`src/shared/backlight_defines.svh`:
```
`ifndef BACKLIGHT_DEFINES_SVH
`define BACKLIGHT_DEFINES_SVH

// ----------------------------------------------------------------
// Register offsets
// ----------------------------------------------------------------
`define MODE_CONTROL_ADDR 8'h01
`define FAULT_STATUS_ADDR 8'h02
`define FAULT_IRQ_ENABLE_ADDR 8'h03
`define BACKLIGHT_CONFIG_ADDR 8'h04
`define SINK_GROUP_SELECT_ADDR 8'h05
`define OFF_TIMEOUT_ADDR 8'h06
`define DIM_TIMEOUT_ADDR 8'h07

// ----------------------------------------------------------------
// Field positions
// ----------------------------------------------------------------
`define MODE_GROUP_ON_BIT 0
`define MODE_DIM_BIT 4
`define FAULT_OVERLOAD_BIT 4
`define FAULT_THERMAL_BIT 3
`define FAULT_OVERVOLTAGE_BIT 2
`define CONFIG_FADE_OVR_BIT 0
`define CONFIG_LAW_LSB 1
`define CONFIG_LAW_MSB 2
`define TIMEOUT_MSB 6
`define SINK_SEL_MSB 6

// ----------------------------------------------------------------
// Reset values
// ----------------------------------------------------------------
`define TIMEOUT_RESET 7'h00
`define SINK_SEL_RESET 7'h00
`define LAW_RESET 2'h0
`define FLAGS_RESET 3'h0

// ----------------------------------------------------------------
// Timing and default target address
// ----------------------------------------------------------------
`define CLK_PERIOD_NS 50
`define ONE_SECOND_NS 1000000000
`define TARGET_ADDR_DEFAULT 7'h2A

`endif

```
`src/shared/backlight_pkg.sv`:
```
package backlight_pkg;

  // Backlight timeout sequencer
  typedef enum logic [2:0] {
    TMR_OFF = 3'b000,
    TMR_WAIT_MAX = 3'b001,
    TMR_DIM_COUNT = 3'b010,
    TMR_OFF_COUNT = 3'b011,
    TMR_HOLD = 3'b100
  } timer_state_t;

  // Serial target states
  typedef enum logic [2:0] {
    SER_IDLE = 3'b000,
    SER_ADDR = 3'b001,
    SER_REG = 3'b010,
    SER_WDATA = 3'b011,
    SER_RDATA = 3'b100,
    SER_RACK = 3'b101,
    SER_GAP = 3'b110
  } ser_state_t;

  typedef enum logic [1:0] {
    LAW_LINEAR = 2'b00,
    LAW_SQUARE = 2'b01,
    LAW_CUBIC_10 = 2'b10,
    LAW_CUBIC_11 = 2'b11
  } law_t;

endpackage

```
`src/rtl/serial_target.sv`:
```
`timescale 1ns/100ps
`include "backlight_defines.svh"

module serial_target #(
  parameter logic [6:0] TARGET_ADDR = `TARGET_ADDR_DEFAULT
) (
  // Clock and reset
  input wire logic clk_sys,
  input wire logic rst_n,
  // Two-wire pins
  input wire logic scl_in,
  input wire logic sda_in,
  output logic sda_out,
  output logic sda_oe,
  // Register side
  output logic [7:0] reg_ptr,
  input wire logic [7:0] reg_rdata,
  output logic wr_pulse,
  output logic [7:0] wr_addr,
  output logic [7:0] wr_data
);

  typedef struct packed {
    logic scl_s1;
    logic scl_s2;
    logic scl_d;
    logic sda_s1;
    logic sda_s2;
    logic sda_d;
    backlight_pkg::ser_state_t state;
    backlight_pkg::ser_state_t after;
    logic [7:0] shreg;
    logic [7:0] tx;
    logic [3:0] bitcnt;
    logic [7:0] ptr;
    logic drive;
    logic wr;
    logic [7:0] waddr;
    logic [7:0] wdata;
  } ser_t;

  ser_t r_reg;
  ser_t r_next;
  logic scl_rise;
  logic scl_fall;
  logic start_seen;
  logic stop_seen;

  assign scl_rise = r_reg.scl_s2 & ~r_reg.scl_d;
  assign scl_fall = ~r_reg.scl_s2 & r_reg.scl_d;
  // Edges on the data line while the clock is high frame a transfer
  assign start_seen = r_reg.scl_s2 & r_reg.scl_d & r_reg.sda_d & ~r_reg.sda_s2;
  assign stop_seen = r_reg.scl_s2 & r_reg.scl_d & ~r_reg.sda_d & r_reg.sda_s2;

  always_comb begin
    r_next = r_reg;
    r_next.scl_s1 = scl_in;
    r_next.scl_s2 = r_reg.scl_s1;
    r_next.scl_d = r_reg.scl_s2;
    r_next.sda_s1 = sda_in;
    r_next.sda_s2 = r_reg.sda_s1;
    r_next.sda_d = r_reg.sda_s2;
    r_next.wr = 1'b0;
    if (start_seen) begin
      r_next.state = backlight_pkg::SER_ADDR;
      r_next.bitcnt = 4'h0;
      r_next.drive = 1'b0;
    end else if (stop_seen) begin
      r_next.state = backlight_pkg::SER_IDLE;
      r_next.drive = 1'b0;
    end else begin
      case (r_reg.state)
        backlight_pkg::SER_ADDR, backlight_pkg::SER_REG, backlight_pkg::SER_WDATA: begin
          if (scl_rise) begin
            r_next.shreg = {r_reg.shreg[6:0], r_reg.sda_s2};
            r_next.bitcnt = r_reg.bitcnt + 4'h1;
          end else if (scl_fall && r_reg.bitcnt == 4'h8) begin
            r_next.drive = 1'b1;
            r_next.state = backlight_pkg::SER_GAP;
            if (r_reg.state == backlight_pkg::SER_ADDR) begin
              if (r_reg.shreg[7:1] != TARGET_ADDR) begin
                r_next.drive = 1'b0;
                r_next.state = backlight_pkg::SER_IDLE;
              end
              r_next.after = r_reg.shreg[0] ? backlight_pkg::SER_RDATA
                                            : backlight_pkg::SER_REG;
            end else if (r_reg.state == backlight_pkg::SER_REG) begin
              r_next.ptr = r_reg.shreg;
              r_next.after = backlight_pkg::SER_WDATA;
            end else begin
              r_next.wr = 1'b1;
              r_next.waddr = r_reg.ptr;
              r_next.wdata = r_reg.shreg;
              r_next.ptr = r_reg.ptr + 8'h01;
              r_next.after = backlight_pkg::SER_WDATA;
            end
          end
        end
        backlight_pkg::SER_GAP: begin
          // Acknowledge clock ends; either hand over to the next byte or load read data
          if (scl_fall) begin
            r_next.bitcnt = 4'h0;
            r_next.drive = 1'b0;
            r_next.state = r_reg.after;
            if (r_reg.after == backlight_pkg::SER_RDATA) begin
              r_next.tx = reg_rdata;
              r_next.drive = ~reg_rdata[7];
              r_next.ptr = r_reg.ptr + 8'h01;
            end
          end
        end
        backlight_pkg::SER_RDATA: begin
          if (scl_rise) begin
            r_next.bitcnt = r_reg.bitcnt + 4'h1;
          end else if (scl_fall) begin
            if (r_reg.bitcnt == 4'h8) begin
              r_next.drive = 1'b0;
              r_next.state = backlight_pkg::SER_RACK;
            end else begin
              r_next.tx = {r_reg.tx[6:0], 1'b0};
              r_next.drive = ~r_reg.tx[6];
            end
          end
        end
        backlight_pkg::SER_RACK: begin
          // Controller not-acknowledge ends the read burst
          if (scl_rise) begin
            r_next.state = r_reg.sda_s2 ? backlight_pkg::SER_IDLE : backlight_pkg::SER_GAP;
            r_next.after = backlight_pkg::SER_RDATA;
          end
        end
        backlight_pkg::SER_IDLE: begin
          r_next.drive = 1'b0;
        end
        default: begin
          r_next.state = backlight_pkg::SER_IDLE;
          r_next.drive = 1'b0;
        end
      endcase
    end
  end

  always_ff @(posedge clk_sys) begin
    if (!rst_n) begin
      r_reg <= '{scl_s1: 1'b1, scl_s2: 1'b1, scl_d: 1'b1, sda_s1: 1'b1, sda_s2: 1'b1,
                 sda_d: 1'b1, state: backlight_pkg::SER_IDLE,
                 after: backlight_pkg::SER_IDLE, default: '0};
    end else begin
      r_reg <= r_next;
    end
  end

  assign sda_out = 1'b0;
  assign sda_oe = r_reg.drive;
  assign reg_ptr = r_reg.ptr;
  assign wr_pulse = r_reg.wr;
  assign wr_addr = r_reg.waddr;
  assign wr_data = r_reg.wdata;

endmodule

```
`src/rtl/backlight_config_registers.sv`:
```
// Operation
// - Overload flag raises host interrupt only when overload enable bit 4 is set.
// - Thermal flag raises host interrupt only when thermal enable bit 3 is set.
// - Overvoltage flag raises host interrupt only when overvoltage enable bit 2 is set.
// - A cleared enable masks the interrupt only; flags still set and hold.
// - Interrupt enable bits 7:5 and 1:0 are reserved, no function.
// - Law field bits 2:1: 00 linear DAC/linear time, 01 square/linear time.
// - Law codes 10 and 11 select square DAC with two cubic time profiles.
// - Config bit 0 enables fade override; bits 7:3 reserved.
// - Sink-select bit n-1 set makes LED n an independent sink.
// - Sink-select bit clear puts LED in backlight group; bit 7 reserved.
// - Off timeout 6:0 switches backlight off on expiry; zero disables; seconds.
// - With a nonzero dim timeout, off countdown starts after dim expiry.
// - Dim timeout starts at maximum current, then dims; zero disables.
// - Fault flags clear only on write of 1; reads and zeros leave them.
// - Hardware sets dim bit on dim expiry; dim acts only with group on.
`timescale 1ns/100ps
`include "backlight_defines.svh"

module backlight_config_registers #(
  parameter int CYCLES_PER_SEC = `ONE_SECOND_NS / `CLK_PERIOD_NS,
  parameter logic [6:0] TARGET_ADDR = `TARGET_ADDR_DEFAULT
) (
  // Clock and reset
  input wire logic clk_sys,
  input wire logic rst_n,
  // Two-wire serial pins
  input wire logic scl_in,
  input wire logic sda_in,
  output logic sda_out,
  output logic sda_oe,
  // Fault detectors (asynchronous levels)
  input wire logic fault_overload,
  input wire logic fault_thermal,
  input wire logic fault_overvoltage,
  // Fade engine status
  input wire logic backlight_at_max,
  // Host interrupt
  output logic host_irq,
  // Backlight control outputs
  output logic backlight_group_on,
  output logic dim_active,
  output logic [1:0] transfer_law,
  output logic fade_override_enable,
  output logic [6:0] led_independent_select,
  output logic [6:0] led_group_enable
);

  localparam int CW = $clog2(CYCLES_PER_SEC);

  typedef struct packed {
    logic [2:0] fault_s1;
    logic [2:0] fault_s2;
    logic [2:0] flags;
    logic [2:0] irq_en;
    logic group_on;
    logic dim;
    logic [1:0] law;
    logic fade_ovr;
    logic [6:0] sink_sel;
    logic [6:0] off_secs;
    logic [6:0] dim_secs;
    backlight_pkg::timer_state_t tstate;
    logic [CW-1:0] tick_cnt;
    logic [6:0] secs_left;
  } state_t;

  state_t r_reg;
  state_t r_next;
  logic [7:0] reg_ptr;
  logic [7:0] rdata;
  logic wr_pulse;
  logic [7:0] wr_addr;
  logic [7:0] wr_data;
  logic sec_tick;
  logic [2:0] clr_mask;

  // ----------------------------------------------------------------
  // Serial register access
  // ----------------------------------------------------------------
  serial_target #(
    .TARGET_ADDR(TARGET_ADDR)
  ) u_serial (
    .clk_sys(clk_sys),
    .rst_n(rst_n),
    .scl_in(scl_in),
    .sda_in(sda_in),
    .sda_out(sda_out),
    .sda_oe(sda_oe),
    .reg_ptr(reg_ptr),
    .reg_rdata(rdata),
    .wr_pulse(wr_pulse),
    .wr_addr(wr_addr),
    .wr_data(wr_data)
  );

  // ----------------------------------------------------------------
  // Read mux
  // ----------------------------------------------------------------
  always_comb begin
    rdata = 8'h00;
    case (reg_ptr)
      `MODE_CONTROL_ADDR: begin
        rdata[`MODE_GROUP_ON_BIT] = r_reg.group_on;
        rdata[`MODE_DIM_BIT] = r_reg.dim;
      end
      `FAULT_STATUS_ADDR: begin
        rdata[`FAULT_OVERLOAD_BIT:`FAULT_OVERVOLTAGE_BIT] = r_reg.flags;
      end
      `FAULT_IRQ_ENABLE_ADDR: begin
        rdata[`FAULT_OVERLOAD_BIT:`FAULT_OVERVOLTAGE_BIT] = r_reg.irq_en;
      end
      `BACKLIGHT_CONFIG_ADDR: begin
        rdata[`CONFIG_LAW_MSB:`CONFIG_LAW_LSB] = r_reg.law;
        rdata[`CONFIG_FADE_OVR_BIT] = r_reg.fade_ovr;
      end
      `SINK_GROUP_SELECT_ADDR: begin
        rdata[`SINK_SEL_MSB:0] = r_reg.sink_sel;
      end
      `OFF_TIMEOUT_ADDR: begin
        rdata[`TIMEOUT_MSB:0] = r_reg.off_secs;
      end
      `DIM_TIMEOUT_ADDR: begin
        rdata[`TIMEOUT_MSB:0] = r_reg.dim_secs;
      end
      default: begin
        rdata = 8'h00;
      end
    endcase
  end

  // ----------------------------------------------------------------
  // Register and sequencer next state
  // ----------------------------------------------------------------
  assign sec_tick = (r_reg.tick_cnt == CW'(CYCLES_PER_SEC - 1));

  always_comb begin
    r_next = r_reg;
    clr_mask = 3'h0;
    r_next.fault_s1 = {fault_overload, fault_thermal, fault_overvoltage};
    r_next.fault_s2 = r_reg.fault_s1;

    if (wr_pulse) begin
      case (wr_addr)
        `MODE_CONTROL_ADDR: begin
          r_next.group_on = wr_data[`MODE_GROUP_ON_BIT];
          r_next.dim = wr_data[`MODE_DIM_BIT];
        end
        `FAULT_STATUS_ADDR: begin
          clr_mask = wr_data[`FAULT_OVERLOAD_BIT:`FAULT_OVERVOLTAGE_BIT];
        end
        `FAULT_IRQ_ENABLE_ADDR: begin
          r_next.irq_en = wr_data[`FAULT_OVERLOAD_BIT:`FAULT_OVERVOLTAGE_BIT];
        end
        `BACKLIGHT_CONFIG_ADDR: begin
          r_next.law = wr_data[`CONFIG_LAW_MSB:`CONFIG_LAW_LSB];
          r_next.fade_ovr = wr_data[`CONFIG_FADE_OVR_BIT];
        end
        `SINK_GROUP_SELECT_ADDR: begin
          r_next.sink_sel = wr_data[`SINK_SEL_MSB:0];
        end
        `OFF_TIMEOUT_ADDR: begin
          r_next.off_secs = wr_data[`TIMEOUT_MSB:0];
        end
        `DIM_TIMEOUT_ADDR: begin
          r_next.dim_secs = wr_data[`TIMEOUT_MSB:0];
        end
        default: begin
        end
      endcase
    end

    // A fault present in the clearing cycle keeps its flag: set wins over clear
    r_next.flags = (r_reg.flags & ~clr_mask) | r_reg.fault_s2;

    // One-second timebase runs only while a timeout is counting
    if (r_reg.tstate == backlight_pkg::TMR_DIM_COUNT
        || r_reg.tstate == backlight_pkg::TMR_OFF_COUNT) begin
      r_next.tick_cnt = sec_tick ? '0 : r_reg.tick_cnt + CW'(1);
      if (sec_tick) begin
        r_next.secs_left = r_reg.secs_left - 7'h01;
      end
    end else begin
      r_next.tick_cnt = '0;
    end

    case (r_reg.tstate)
      backlight_pkg::TMR_OFF: begin
        if (r_next.group_on) begin
          r_next.tstate = backlight_pkg::TMR_WAIT_MAX;
        end
      end
      backlight_pkg::TMR_WAIT_MAX: begin
        if (backlight_at_max) begin
          if (r_reg.dim_secs != 7'h00) begin
            r_next.tstate = backlight_pkg::TMR_DIM_COUNT;
            r_next.secs_left = r_reg.dim_secs;
          end else if (r_reg.off_secs != 7'h00) begin
            r_next.tstate = backlight_pkg::TMR_OFF_COUNT;
            r_next.secs_left = r_reg.off_secs;
          end else begin
            r_next.tstate = backlight_pkg::TMR_HOLD;
          end
        end
      end
      backlight_pkg::TMR_DIM_COUNT: begin
        if (sec_tick && r_reg.secs_left == 7'h01) begin
          r_next.dim = 1'b1;
          r_next.tick_cnt = '0;
          if (r_reg.off_secs != 7'h00) begin
            r_next.tstate = backlight_pkg::TMR_OFF_COUNT;
            r_next.secs_left = r_reg.off_secs;
          end else begin
            r_next.tstate = backlight_pkg::TMR_HOLD;
          end
        end
      end
      backlight_pkg::TMR_OFF_COUNT: begin
        if (sec_tick && r_reg.secs_left == 7'h01) begin
          r_next.group_on = 1'b0;
          r_next.dim = 1'b0;
          r_next.tstate = backlight_pkg::TMR_OFF;
        end
      end
      backlight_pkg::TMR_HOLD: begin
      end
      default: begin
        r_next.tstate = backlight_pkg::TMR_OFF;
      end
    endcase

    // Switching the group off by software abandons any countdown
    if (!r_next.group_on) begin
      r_next.tstate = backlight_pkg::TMR_OFF;
    end
  end

  always_ff @(posedge clk_sys) begin
    if (!rst_n) begin
      r_reg <= '{flags: `FLAGS_RESET, law: `LAW_RESET, sink_sel: `SINK_SEL_RESET,
                 off_secs: `TIMEOUT_RESET, dim_secs: `TIMEOUT_RESET,
                 tstate: backlight_pkg::TMR_OFF, default: '0};
    end else begin
      r_reg <= r_next;
    end
  end

  // ----------------------------------------------------------------
  // Outputs
  // ----------------------------------------------------------------
  assign host_irq = |(r_reg.flags & r_reg.irq_en);
  assign backlight_group_on = r_reg.group_on;
  // Dim bit may be held while the group is off, but only acts with it on
  assign dim_active = r_reg.dim & r_reg.group_on;
  assign transfer_law = r_reg.law;
  assign fade_override_enable = r_reg.fade_ovr;
  assign led_independent_select = r_reg.sink_sel;
  assign led_group_enable = ~r_reg.sink_sel & {7{r_reg.group_on}};

endmodule

```
`config.mk`:
```
export PLATFORM = sky130hd
export DESIGN_NAME = backlight_config_registers
export DESIGN_NICKNAME = d
export VERILOG_FILES = /design/src/shared/backlight_pkg.sv /design/src/rtl/serial_target.sv /design/src/rtl/backlight_config_registers.sv
export VERILOG_INCLUDE_DIRS = /design/src /design/src/shared
export SDC_FILE = /design/constraint.sdc
export NUM_CORES = 1
export LEC_CHECK = 0
export BUFFER_PORTS_ARGS = -buffer_cell sky130_fd_sc_hd__clkbuf_2
export CAP_MARGIN = 20
export CORE_UTILIZATION = 43
export CTS_CLUSTER_SIZE = 12
export DETAILED_ROUTE_END_ITERATION = 10
export PLACE_DENSITY_LB_ADDON = 0.1
export SYNTH_ARGS = -nofsm -noshare
export SYNTH_HDL_FRONTEND = slang
export SYNTH_SLANG_ARGS = --single-unit
```
`constraint.sdc`:
```
create_clock -name clk_sys -period 2.6 [get_ports clk_sys]
set_input_delay 0.13 -clock clk_sys [delete_from_list [all_inputs] [get_ports clk_sys]]
set_output_delay 0.13 -clock clk_sys [all_outputs]
set_load 0.05 [all_outputs]
```
== Word level (Yosys, flattened, before mapping) ==
Cells that the tools add are included.
Word-level totals
  word-level logic and storage cells: 222
  output and inout bits: 22
  register bits: 130
  bits of input ports: 8
Operators by class
  reductions and logical operators: 33
  eq/ne operators: 52
  mux-type cells: 72
  bitwise logic cells: 30
  $add $sub $neg: 4
Operator list (count)
  $mux W7: 12
  $mux W26: 3
  $mux W25: 3
  $eq A8 B3 Y1 const B: 8
  $mux W3: 17
  $mux W35: 1
  $mux W17: 2
  $eq A8 B2 Y1 const B: 4
  $reduce_and A8 Y1: 4
  $pmux W3 S5: 2
  $pmux W7 S2: 2
  $add A25 B1 Y25 const B: 1
  $eq A25 B25 Y1 const B: 1
  $mux W20: 1
  $ne A2 B1 Y1 const B: 10
  $ne A4 B1 Y1 const B: 5
  $mux W6: 3
  $eq A8 B1 Y1 const B: 2
  $mux W8: 2
  $not A1 Y1: 16
  $pmux W8 S2: 1
  $eq A3 B3 Y1 const B: 5
  $reduce_bool A7 Y1: 2
  $eq A3 B2 Y1 const B: 4
  40 further kinds: 80

== Longest topological paths before layout ==
Gate-level depths: netlist of the first run.
  depth after elaboration: 8
  mapped depth: 9
  gate-level depth less buffers: 8

== By module ==
From an unflattened synthesis of the first run, not the netlist that was laid out.
Second synthesis, totals
  cells, all modules: 794
  area total of the unflattened synthesis: 6717.7 um^2
Modules (own cells, without submodules)
  backlight_config_registers: cells an instance 440, area each 3749.8 um^2, times used 1, seq. area each 1461.4 um^2
  serial_target: cells an instance 354, area each 2967.8 um^2, times used 1, seq. area each 1141.1 um^2

== Least setup slack after synthesis of the first run ==
No wires, ideal clock.
  path kind: register -> register
  start: register r_reg[3] (netlist name)
  end: register r_reg[34] (netlist name)
  setup time: 0.125 ns
  clock period less this slack: 2.267 ns
  path buffers: 0
  required time: 2.475 ns
  arrival time: 2.142 ns
  cell stages (with the launch flop): 7
  slack: 0.333 ns
  cells stage by stage: dfxtp_1 > or4_1 > or3b_4 > or4_4 > o211ai_4 > or4_4 > o22ai_1
Between the ends
  cells in the longest elaborated chain, start to end: 5
  elaborated cells on any way between the ends: 8
  those cells by class: eq/ne (3); mux (2); reduce/logical (3)
Ends and longest elaborated chain
  start, declared: RTL line backlight_config_registers.sv:68  | state_t r_reg;
  start signal, assigned: RTL line backlight_config_registers.sv:240  | r_reg <= '{flags: `FLAGS_RESET, law: `LAW_RESET, sink_sel: `SINK_SEL_RESET,
  start signal, assigned: RTL line backlight_config_registers.sv:244  | r_reg <= r_next;
  $eq A7 B1 Y1 (*): RTL line backlight_config_registers.sv:207, backlight_config_registers.sv:219
  $logic_and A1 B1 Y1 (*): RTL line backlight_config_registers.sv:207, backlight_config_registers.sv:219
  $mux W2: RTL line backlight_config_registers.sv:219  | if (sec_tick && r_reg.secs_left == 7'h01) begin
  $mux W1: RTL line backlight_config_registers.sv:187  | case (r_reg.tstate)
  $reduce_and A2 Y1 (no source line)
Mark *: on every way between the ends. The rest lies on a longest branch, timed or not.
A chain may end at the register's enable or synchronous reset.

== Worst setup path in the final report of the first run ==
  start: register r_reg[3] (netlist name)
  end: register r_reg[2] (netlist name)
Between the ends
  cells in the longest elaborated chain, start to end: 4
Ends and longest elaborated chain
  $eq A7 B1 Y1: RTL line backlight_config_registers.sv:207  | if (sec_tick && r_reg.secs_left == 7'h01) begin
  $logic_and A1 B1 Y1: RTL line backlight_config_registers.sv:207
  $mux W35: RTL line backlight_config_registers.sv:207
  $pmux W7 S2: RTL line backlight_config_registers.sv:187
No other way between the ends. The select of a mux whose other input is x is not followed.

==> results of run 1 <==
[worst register-to-register path: stages (launching register included)]
cell and delay [ns]:
dfxtp_1 0.34, or4_1 0.57, or3b_4 0.43, nor4_2 0.44, a22o_1 0.33, a2bb2oi_1 0.19, o21a_1 0.12
[cell usage in the layout (no fill, tap or decap), types with 4 or more instances in the layout]
cell	netlist	routed
a211oi_1	10	10
buf_4	11	27
and3_1	10	10
nand2b_1	12	12
nor3b_1	9	9
o22ai_1	4	4
or4_1	4	4
clkbuf_2	0	28
nor4_1	9	9
xor2_1	18	18
a21oi_1	41	41
clkbuf_8	2	5
nor2_1	121	121
o21ai_0	28	28
nor4bb_1	4	4
o31ai_1	4	4
a222oi_1	10	10
and4_1	4	4
a22oi_1	14	14
nand3_1	18	18
nand2_1	48	48
xnor2_1	8	8
inv_1	20	19
ha_1	9	9
clkbuf_16	0	17
nor2b_1	13	13
mux2i_1	52	52
and3b_1	5	5
nand4_1	10	10
and2_1	13	13
or3_1	7	7
nor3_1	12	12
dfxtp_1	129	129
dlygate4sd3_1	0	5
[per-stage QoR]
| step | hold slack [ns] | setup WS, ns | area (um2) | total power (W) |
|---|---|---|---|---|
| 2_1_floorplan | 0.203 | 0.333 | 6470 | 0.00210 |
| 3_3_place_gp | 0.312 | 0.205 | 6790 | 0.00213 |
| 3_5_place_dp | 0.315 | 0.147 | 6790 | 0.00213 |
| 4_1_cts | 0.0984 | 0.130 | 7470 | 0.00464 |
| 5_1_grt | 0.130 | 0.0265 | 7470 | 0.00473 |
| 6_report | 0.116 | 0.118 | 7470 | 0.00459 |
[routing by layer]
metal / vias to the layer above / track usage
met5: - / 0
met4: 0 / 0.0780
met3: 30 / 0.0447
met2: 138 / 0.347
met1: 2730 / 0.297
li1: 2766 / -
[what timing repair did]
action / CTS / global route
hold endpoints to repair: 5 / 0
endpoints found under the setup margin: 0 / 0
hold buffers: 5 / 0
[kinds of logic after synthesis]
group | count (synthesis) | share of synthesized area
flip-flops | 129 | 0.399
AO/OA/AOI/OAI | 151 | 0.159
adder cells (fa/ha/maj) | 9 | 0.0174
other | 1 | 0.000580
AND/OR/NAND/NOR | 316 | 0.253
multiplexers | 54 | 0.0845
buffers and inverters | 70 | 0.0505
XOR/XNOR | 26 | 0.0352
[area by class of cell]
type	count	area, um2
Clock buffer	23	498
Clock inverter	9	128
Fill cell	1347	7120
Inverter	20	75.1
Multi-Input combinational cell	557	3560
Sequential cell	129	2580
Tap cell	184	230
Timing Repair Buffer	60	393
[power breakdown]
group	total, W	switching, W	leakage (nW)	internal (W)
Sequential	0.00200	0.0000108	1.04	0.00199
Combinational	0.0000887	0.0000564	1.40	0.0000323
Clock	0.00250	0.000865	0.301	0.00163
[how the worst max path moves through the flow]
stage | from | cells after the start | slack, ns | end
2_1_floorplan | r_reg[3] | 6 | 0.33 | r_reg[34]
3_3_place_gp | r_reg[3] | 6 | 0.20 | r_reg[2]
3_5_place_dp | r_reg[3] | 6 | 0.15 | r_reg[2]
4_1_cts | r_reg[3] | 6 | 0.13 | r_reg[2]
5_1_grt | r_reg[3] | 6 | 0.03 | r_reg[2]
6_report | r_reg[3] | 6 | 0.12 | r_reg[2]
==> out/qor.yml, run 1 <==
m1WireLength_mm: 8.25
cts-buffers-inserted: 17
min_from: "rst_n"
place_congestion: 0.897
hp-class: "primary input to flip-flop"
yosys.area.top_type: "dfxtp_1"
finalSetupViolCount: 0
critPathTopFamily: "simple AND/OR/NAND/NOR gates"
avgSynthCellArea_um2: 8.56
ys.flop_type: "dfxtp_1"
crit_fanout: 5
cp_slowest_cell: "or4_1"
synth_seq_area_share: 0.399
dr.max_layer_used: "met4"
layout-drive-gt1-share: 0.135
period_share: 0.955
irDropWorstVdd_v: 0.000486
yosysUniqueCellTypes: 75
async_reset_ff_frac: 0
clock_sinks: 129
die_w_um: 125
arrival_ns: 2.85
fin_skew_ns: 0.00969
setup_tns_ns: 0
powerDensity_nw_per_um2: 614
clock-root-buffer: "clkbuf_16"
startpoint_type: "flip-flop"
r2r_end: "r_reg[2]"
synth_area_leaders: "dfxtp_1 (40%), mux2i_1 (8.0%), nor2_1 (7.0%), a21oi_1 (3.2%), nand2_1 (2.8%)"
syn_nets: 773
maxSlewViolCount: 0
core_um2: 14600
worst_slew_pin_slew_ns: 0.976
num_vias: 5664
grt.total_usage: 0.220
post-route-util: 0.512
synth_edf_count: 0
clk_pin_slew_ns: 0.06
synth_seq_cells: 129
r2r_slack_ns: 0.12
yosysTopAreaCellShare: 0.399
hold_depth: 2
dr_wl_met2_mm: 7.61
fin_crit_ns: 2.48
p_leak_nw: 2.75
antenna_found_initial: 0
grt_pass1_vias: 5262
worstSetupPathType: "flip-flop to flip-flop"
status: "finished clean"
grt.overflow.total: 0
largest_reg_flops: 59
vias_per_cell: 5.77
synth_warnings: 0
cts_resized: 0
synth.most_common_cell: "dfxtp_1"
grt_max_degree: 74
rsz0062_at_grt: "no"
rows: 44
syn_area_um2: 6470
yosys-top-cells-count: "dfxtp_1 (129), nor2_1 (121), mux2i_1 (52)"
cts_buffer_depth: 2
worstPathBufferInverterCount: 0
port_buffers: 28
end_kind: "flip-flop"
worstSkewPairLatency_ns: 0.42
hold-path-endpoint: "r_reg[2]"
start_util: 0.443
path_cells: "or4_1 > or3b_4 > nor4_2 > a22o_1 > a2bb2oi_1 > o21a_1"
syn_inst: 756
routedWlPerCell_um: 17.2
r2r-start: "r_reg[3]"
cap_violations: 0
hpwl_mm: 12.0
cp_slowest_stage_delay_ns: 0.57
grt_pass1_wl_mm: 27.2
cts_tree: "built"
dr_wl_met3_um: 694
drtAntennaViolNets: 0
diodes: 0
die_area_um2: 15500
dr.pass1.iters: 6
reg2reg_depth: 6
pin_count: 30
hold_viol_final: 0
syn_to_final_growth_pct: 15.4
stdcell_count: 982
critical_path_required_ns: 2.96
drt_iter0_drc: 362
max_freq_ghz: 0.403
die_height_um: 125
fin_nets: 802
drc: 0
cts_setup_buffers: 0
wl_mm: 16.9
htreeDepth: 4
place_inst: 945
slew_headroom: 0.345
Note: power is estimated with default switching activity, not from simulation.
==> run 2: changes to the inputs <==
RECOVER_POWER = 25   (was default)
==> run 2 against run 1 <==
Non-clock buffer count is the same; critical endpoint unchanged; final cell count is the same; fmax shrank 1.7%; die area is the same; register-to-register slack lost 0.04 ns; worst setup slack lost 0.044 ns; cell area shrank 0.44%; highest routed layer unchanged; worst hold slack lost 0.0018 ns; first-iteration DRC count shrank 1.4%; core utilization shrank 0.22 points.
==> out/qor.yml, run 2 (synthesized netlist as in run 1, its figures left out) <==
routedWlPerCell_um: 17.3  # was 17.2 um
startpoint_type: "flip-flop"  # unchanged
cp_slowest_cell: "or4_1"  # unchanged
dr.pass1.iters: 8  # was 6
setup_tns_ns: 0  # unchanged
rsz0062_at_grt: "no"  # unchanged
critical_path_required_ns: 2.96  # about the same
p_leak_nw: 2.67  # was 2.75 nW
switching_share: 0.204  # was 0.203
diodes: 0  # unchanged
p_sw_w: 0.000935  # was 0.000933 W
pin_count: 30  # unchanged
rows: 44  # unchanged
p_seq_frac: 0.436  # was 0.437
grt_max_degree: 74  # unchanged
largest_reg_flops: 59  # unchanged
place_congestion: 0.897  # unchanged
antenna_found_initial: 0  # unchanged
worstSkewPairLatency_ns: 0.42  # about the same
drc: 0  # unchanged
fill_cells: 1364  # was 1347
layout-drive-gt1-share: 0.108  # was 0.135
max_freq_ghz: 0.396  # was 0.403 GHz
grt_pass1_vias: 5262  # unchanged
start_util: 0.443  # unchanged
cp_slowest_stage_delay_ns: 0.57  # about the same
die_area_um2: 15500  # unchanged
hold_depth: 2  # unchanged
grt.total_usage: 0.220  # unchanged
htreeDepth: 4  # unchanged
cts_tree: "built"  # unchanged
min_from: "rst_n"  # unchanged
hold_viol_final: 0  # unchanged
wl_mm: 17.0  # was 16.9 mm
grt_pass1_wl_mm: 27.2  # unchanged
drtAntennaViolNets: 0  # unchanged
r2r-start: "r_reg[3]"  # unchanged
p_clk_frac: 0.544  # about the same
r2r_slack_ns: 0.07  # was 0.12 ns
arrival_ns: 2.89  # was 2.85 ns
critPathTopFamily: "simple AND/OR/NAND/NOR gates"  # unchanged
port_buffers: 28  # unchanged
finalSetupViolCount: 0  # unchanged
cts-buffers-inserted: 17  # unchanged
final_cell_mix: "dfxtp_1 (129), nor2_1 (121), mux2i_1 (52), nand2_1 (48), a21oi_1 (41)"  # unchanged
worst_slew_pin_slew_ns: 0.982  # was 0.976 ns
powerDensity_nw_per_um2: 617  # was 614 nW/um2
slew_headroom: 0.341  # was 0.345
layout_commonest_cell: "dfxtp_1"  # unchanged
hold-path-endpoint: "r_reg[2]"  # unchanged
die_height_um: 125  # unchanged
r2r_end: "r_reg[2]"  # unchanged
hp-class: "primary input to flip-flop"  # unchanged
crit_fanout: 5  # unchanged
period_share: 0.971  # was 0.955
drt_iter0_drc: 357  # was 362
syn_to_final_growth_pct: 14.9  # was 15.4%
end_kind: "flip-flop"  # unchanged
clk_pin_slew_ns: 0.06  # about the same
clock_sinks: 129  # unchanged
cap_violations: 0  # unchanged
status: "finished clean"  # unchanged
num_vias: 5678  # was 5664
worstPathBufferInverterCount: 0  # unchanged
path_cells: "or4_1 > or3b_4 > nor4_2 > a22o_1 > a2bb2oi_1 > o21a_1"  # unchanged
fin_crit_ns: 2.53  # was 2.48 ns
fin_nets: 802  # unchanged
seq_area_um2: 2580  # unchanged
p_int_w: 0.00365  # about the same
vias_per_cell: 5.78  # was 5.77
grt.overflow.total: 0  # unchanged
core_um2: 14600  # unchanged
fin_skew_ns: 0.00852  # was 0.00969 ns
irDropWorstVdd_v: 0.000486  # about the same
die_w_um: 125  # unchanged
hpwl_mm: 12.0  # unchanged
timing.hold.ws_ns: 0.114  # was 0.116 ns
cts_buffer_depth: 2  # unchanged
power_frac_comb: 0.019  # about the same
maxSlewViolCount: 0  # unchanged
clock-root-buffer: "clkbuf_16"  # unchanged
worstSetupPathType: "flip-flop to flip-flop"  # unchanged
multi_input_area_um2: 3560  # about the same
reg2reg_depth: 6  # unchanged
-- run 2: per-stage QoR --
| step | power [W] | std cells | util | area (um2) | setup slack [ns] |
|---|---|---|---|---|---|
| finish | 0.00459 | 982 | 0.510 | 7430 | 0.0742 |
| global route | 0.00473 | 982 | 0.510 | 7430 | 0.0265 |
| CTS | 0.00464 | 982 | 0.512 | 7470 | 0.130 |
| detailed placement | 0.00213 | 945 | 0.465 | 6790 | 0.147 |
| global placement | 0.00213 | 945 | 0.465 | 6790 | 0.205 |
| floorplan | 0.00210 | 756 | - | 6470 | 0.333 |
-- run 2: layout make-up --
| cell class | instances | share of cell area |
|---|---|---|
| repair buffers | 60 | 0.0490 |
| flip-flops and latches | 129 | 0.347 |
| multi-input cells | 557 | 0.478 |
| clock buffers | 23 | 0.0670 |
| inverters | 20 | 0.0101 |
| clock inverters | 9 | 0.0172 |
| well taps | 184 | 0.0310 |
-- run 2: power by group through the flow --
stage / Sequential, W / Combinational (W) / Clock (W)
2_1_floorplan: 0.00204 / 0.0000596 / 0
3_3_place_gp: 0.00204 / 0.0000814 / 0
3_5_place_dp: 0.00204 / 0.0000826 / 0
4_1_cts: 0.00200 / 0.0000888 / 0.00255
5_1_grt: 0.00200 / 0.0000972 / 0.00263
6_report: 0.00200 / 0.0000883 / 0.00250
-- run 2: how the worst max path moves through the flow --
stage	start	endpoint	slack (ns)	cells after the start
6_report	r_reg[3]	r_reg[2]	0.07	6
5_1_grt	r_reg[3]	r_reg[2]	0.03	6
4_1_cts	r_reg[3]	r_reg[2]	0.13	6
3_5_place_dp	r_reg[3]	r_reg[2]	0.15	6
3_3_place_gp	r_reg[3]	r_reg[2]	0.20	6
2_1_floorplan	r_reg[3]	r_reg[34]	0.33	6
-- run 2: what timing repair did --
| action | 4_1_cts | 5_1_grt |
|---|---|---|
| hold buffers | 5 | 0 |
| buffers inserted | 0 | 0 |
| hold endpoints to repair | 5 | 0 |
| setup endpoints to repair | 0 | 0 |
| gates resized for setup | 0 | 0 |
-- run 2: per-layer routing --
metal | global-route usage | wire length [um] | up-vias
li1 | - | - | 2766
met1 | 0.297 | 8260 | 2744
met2 | 0.347 | 7710 | 141
met3 | 0.0447 | 677 | 27
met4 | 0.0780 | 347 | 0
met5 | 0 | 0 | -
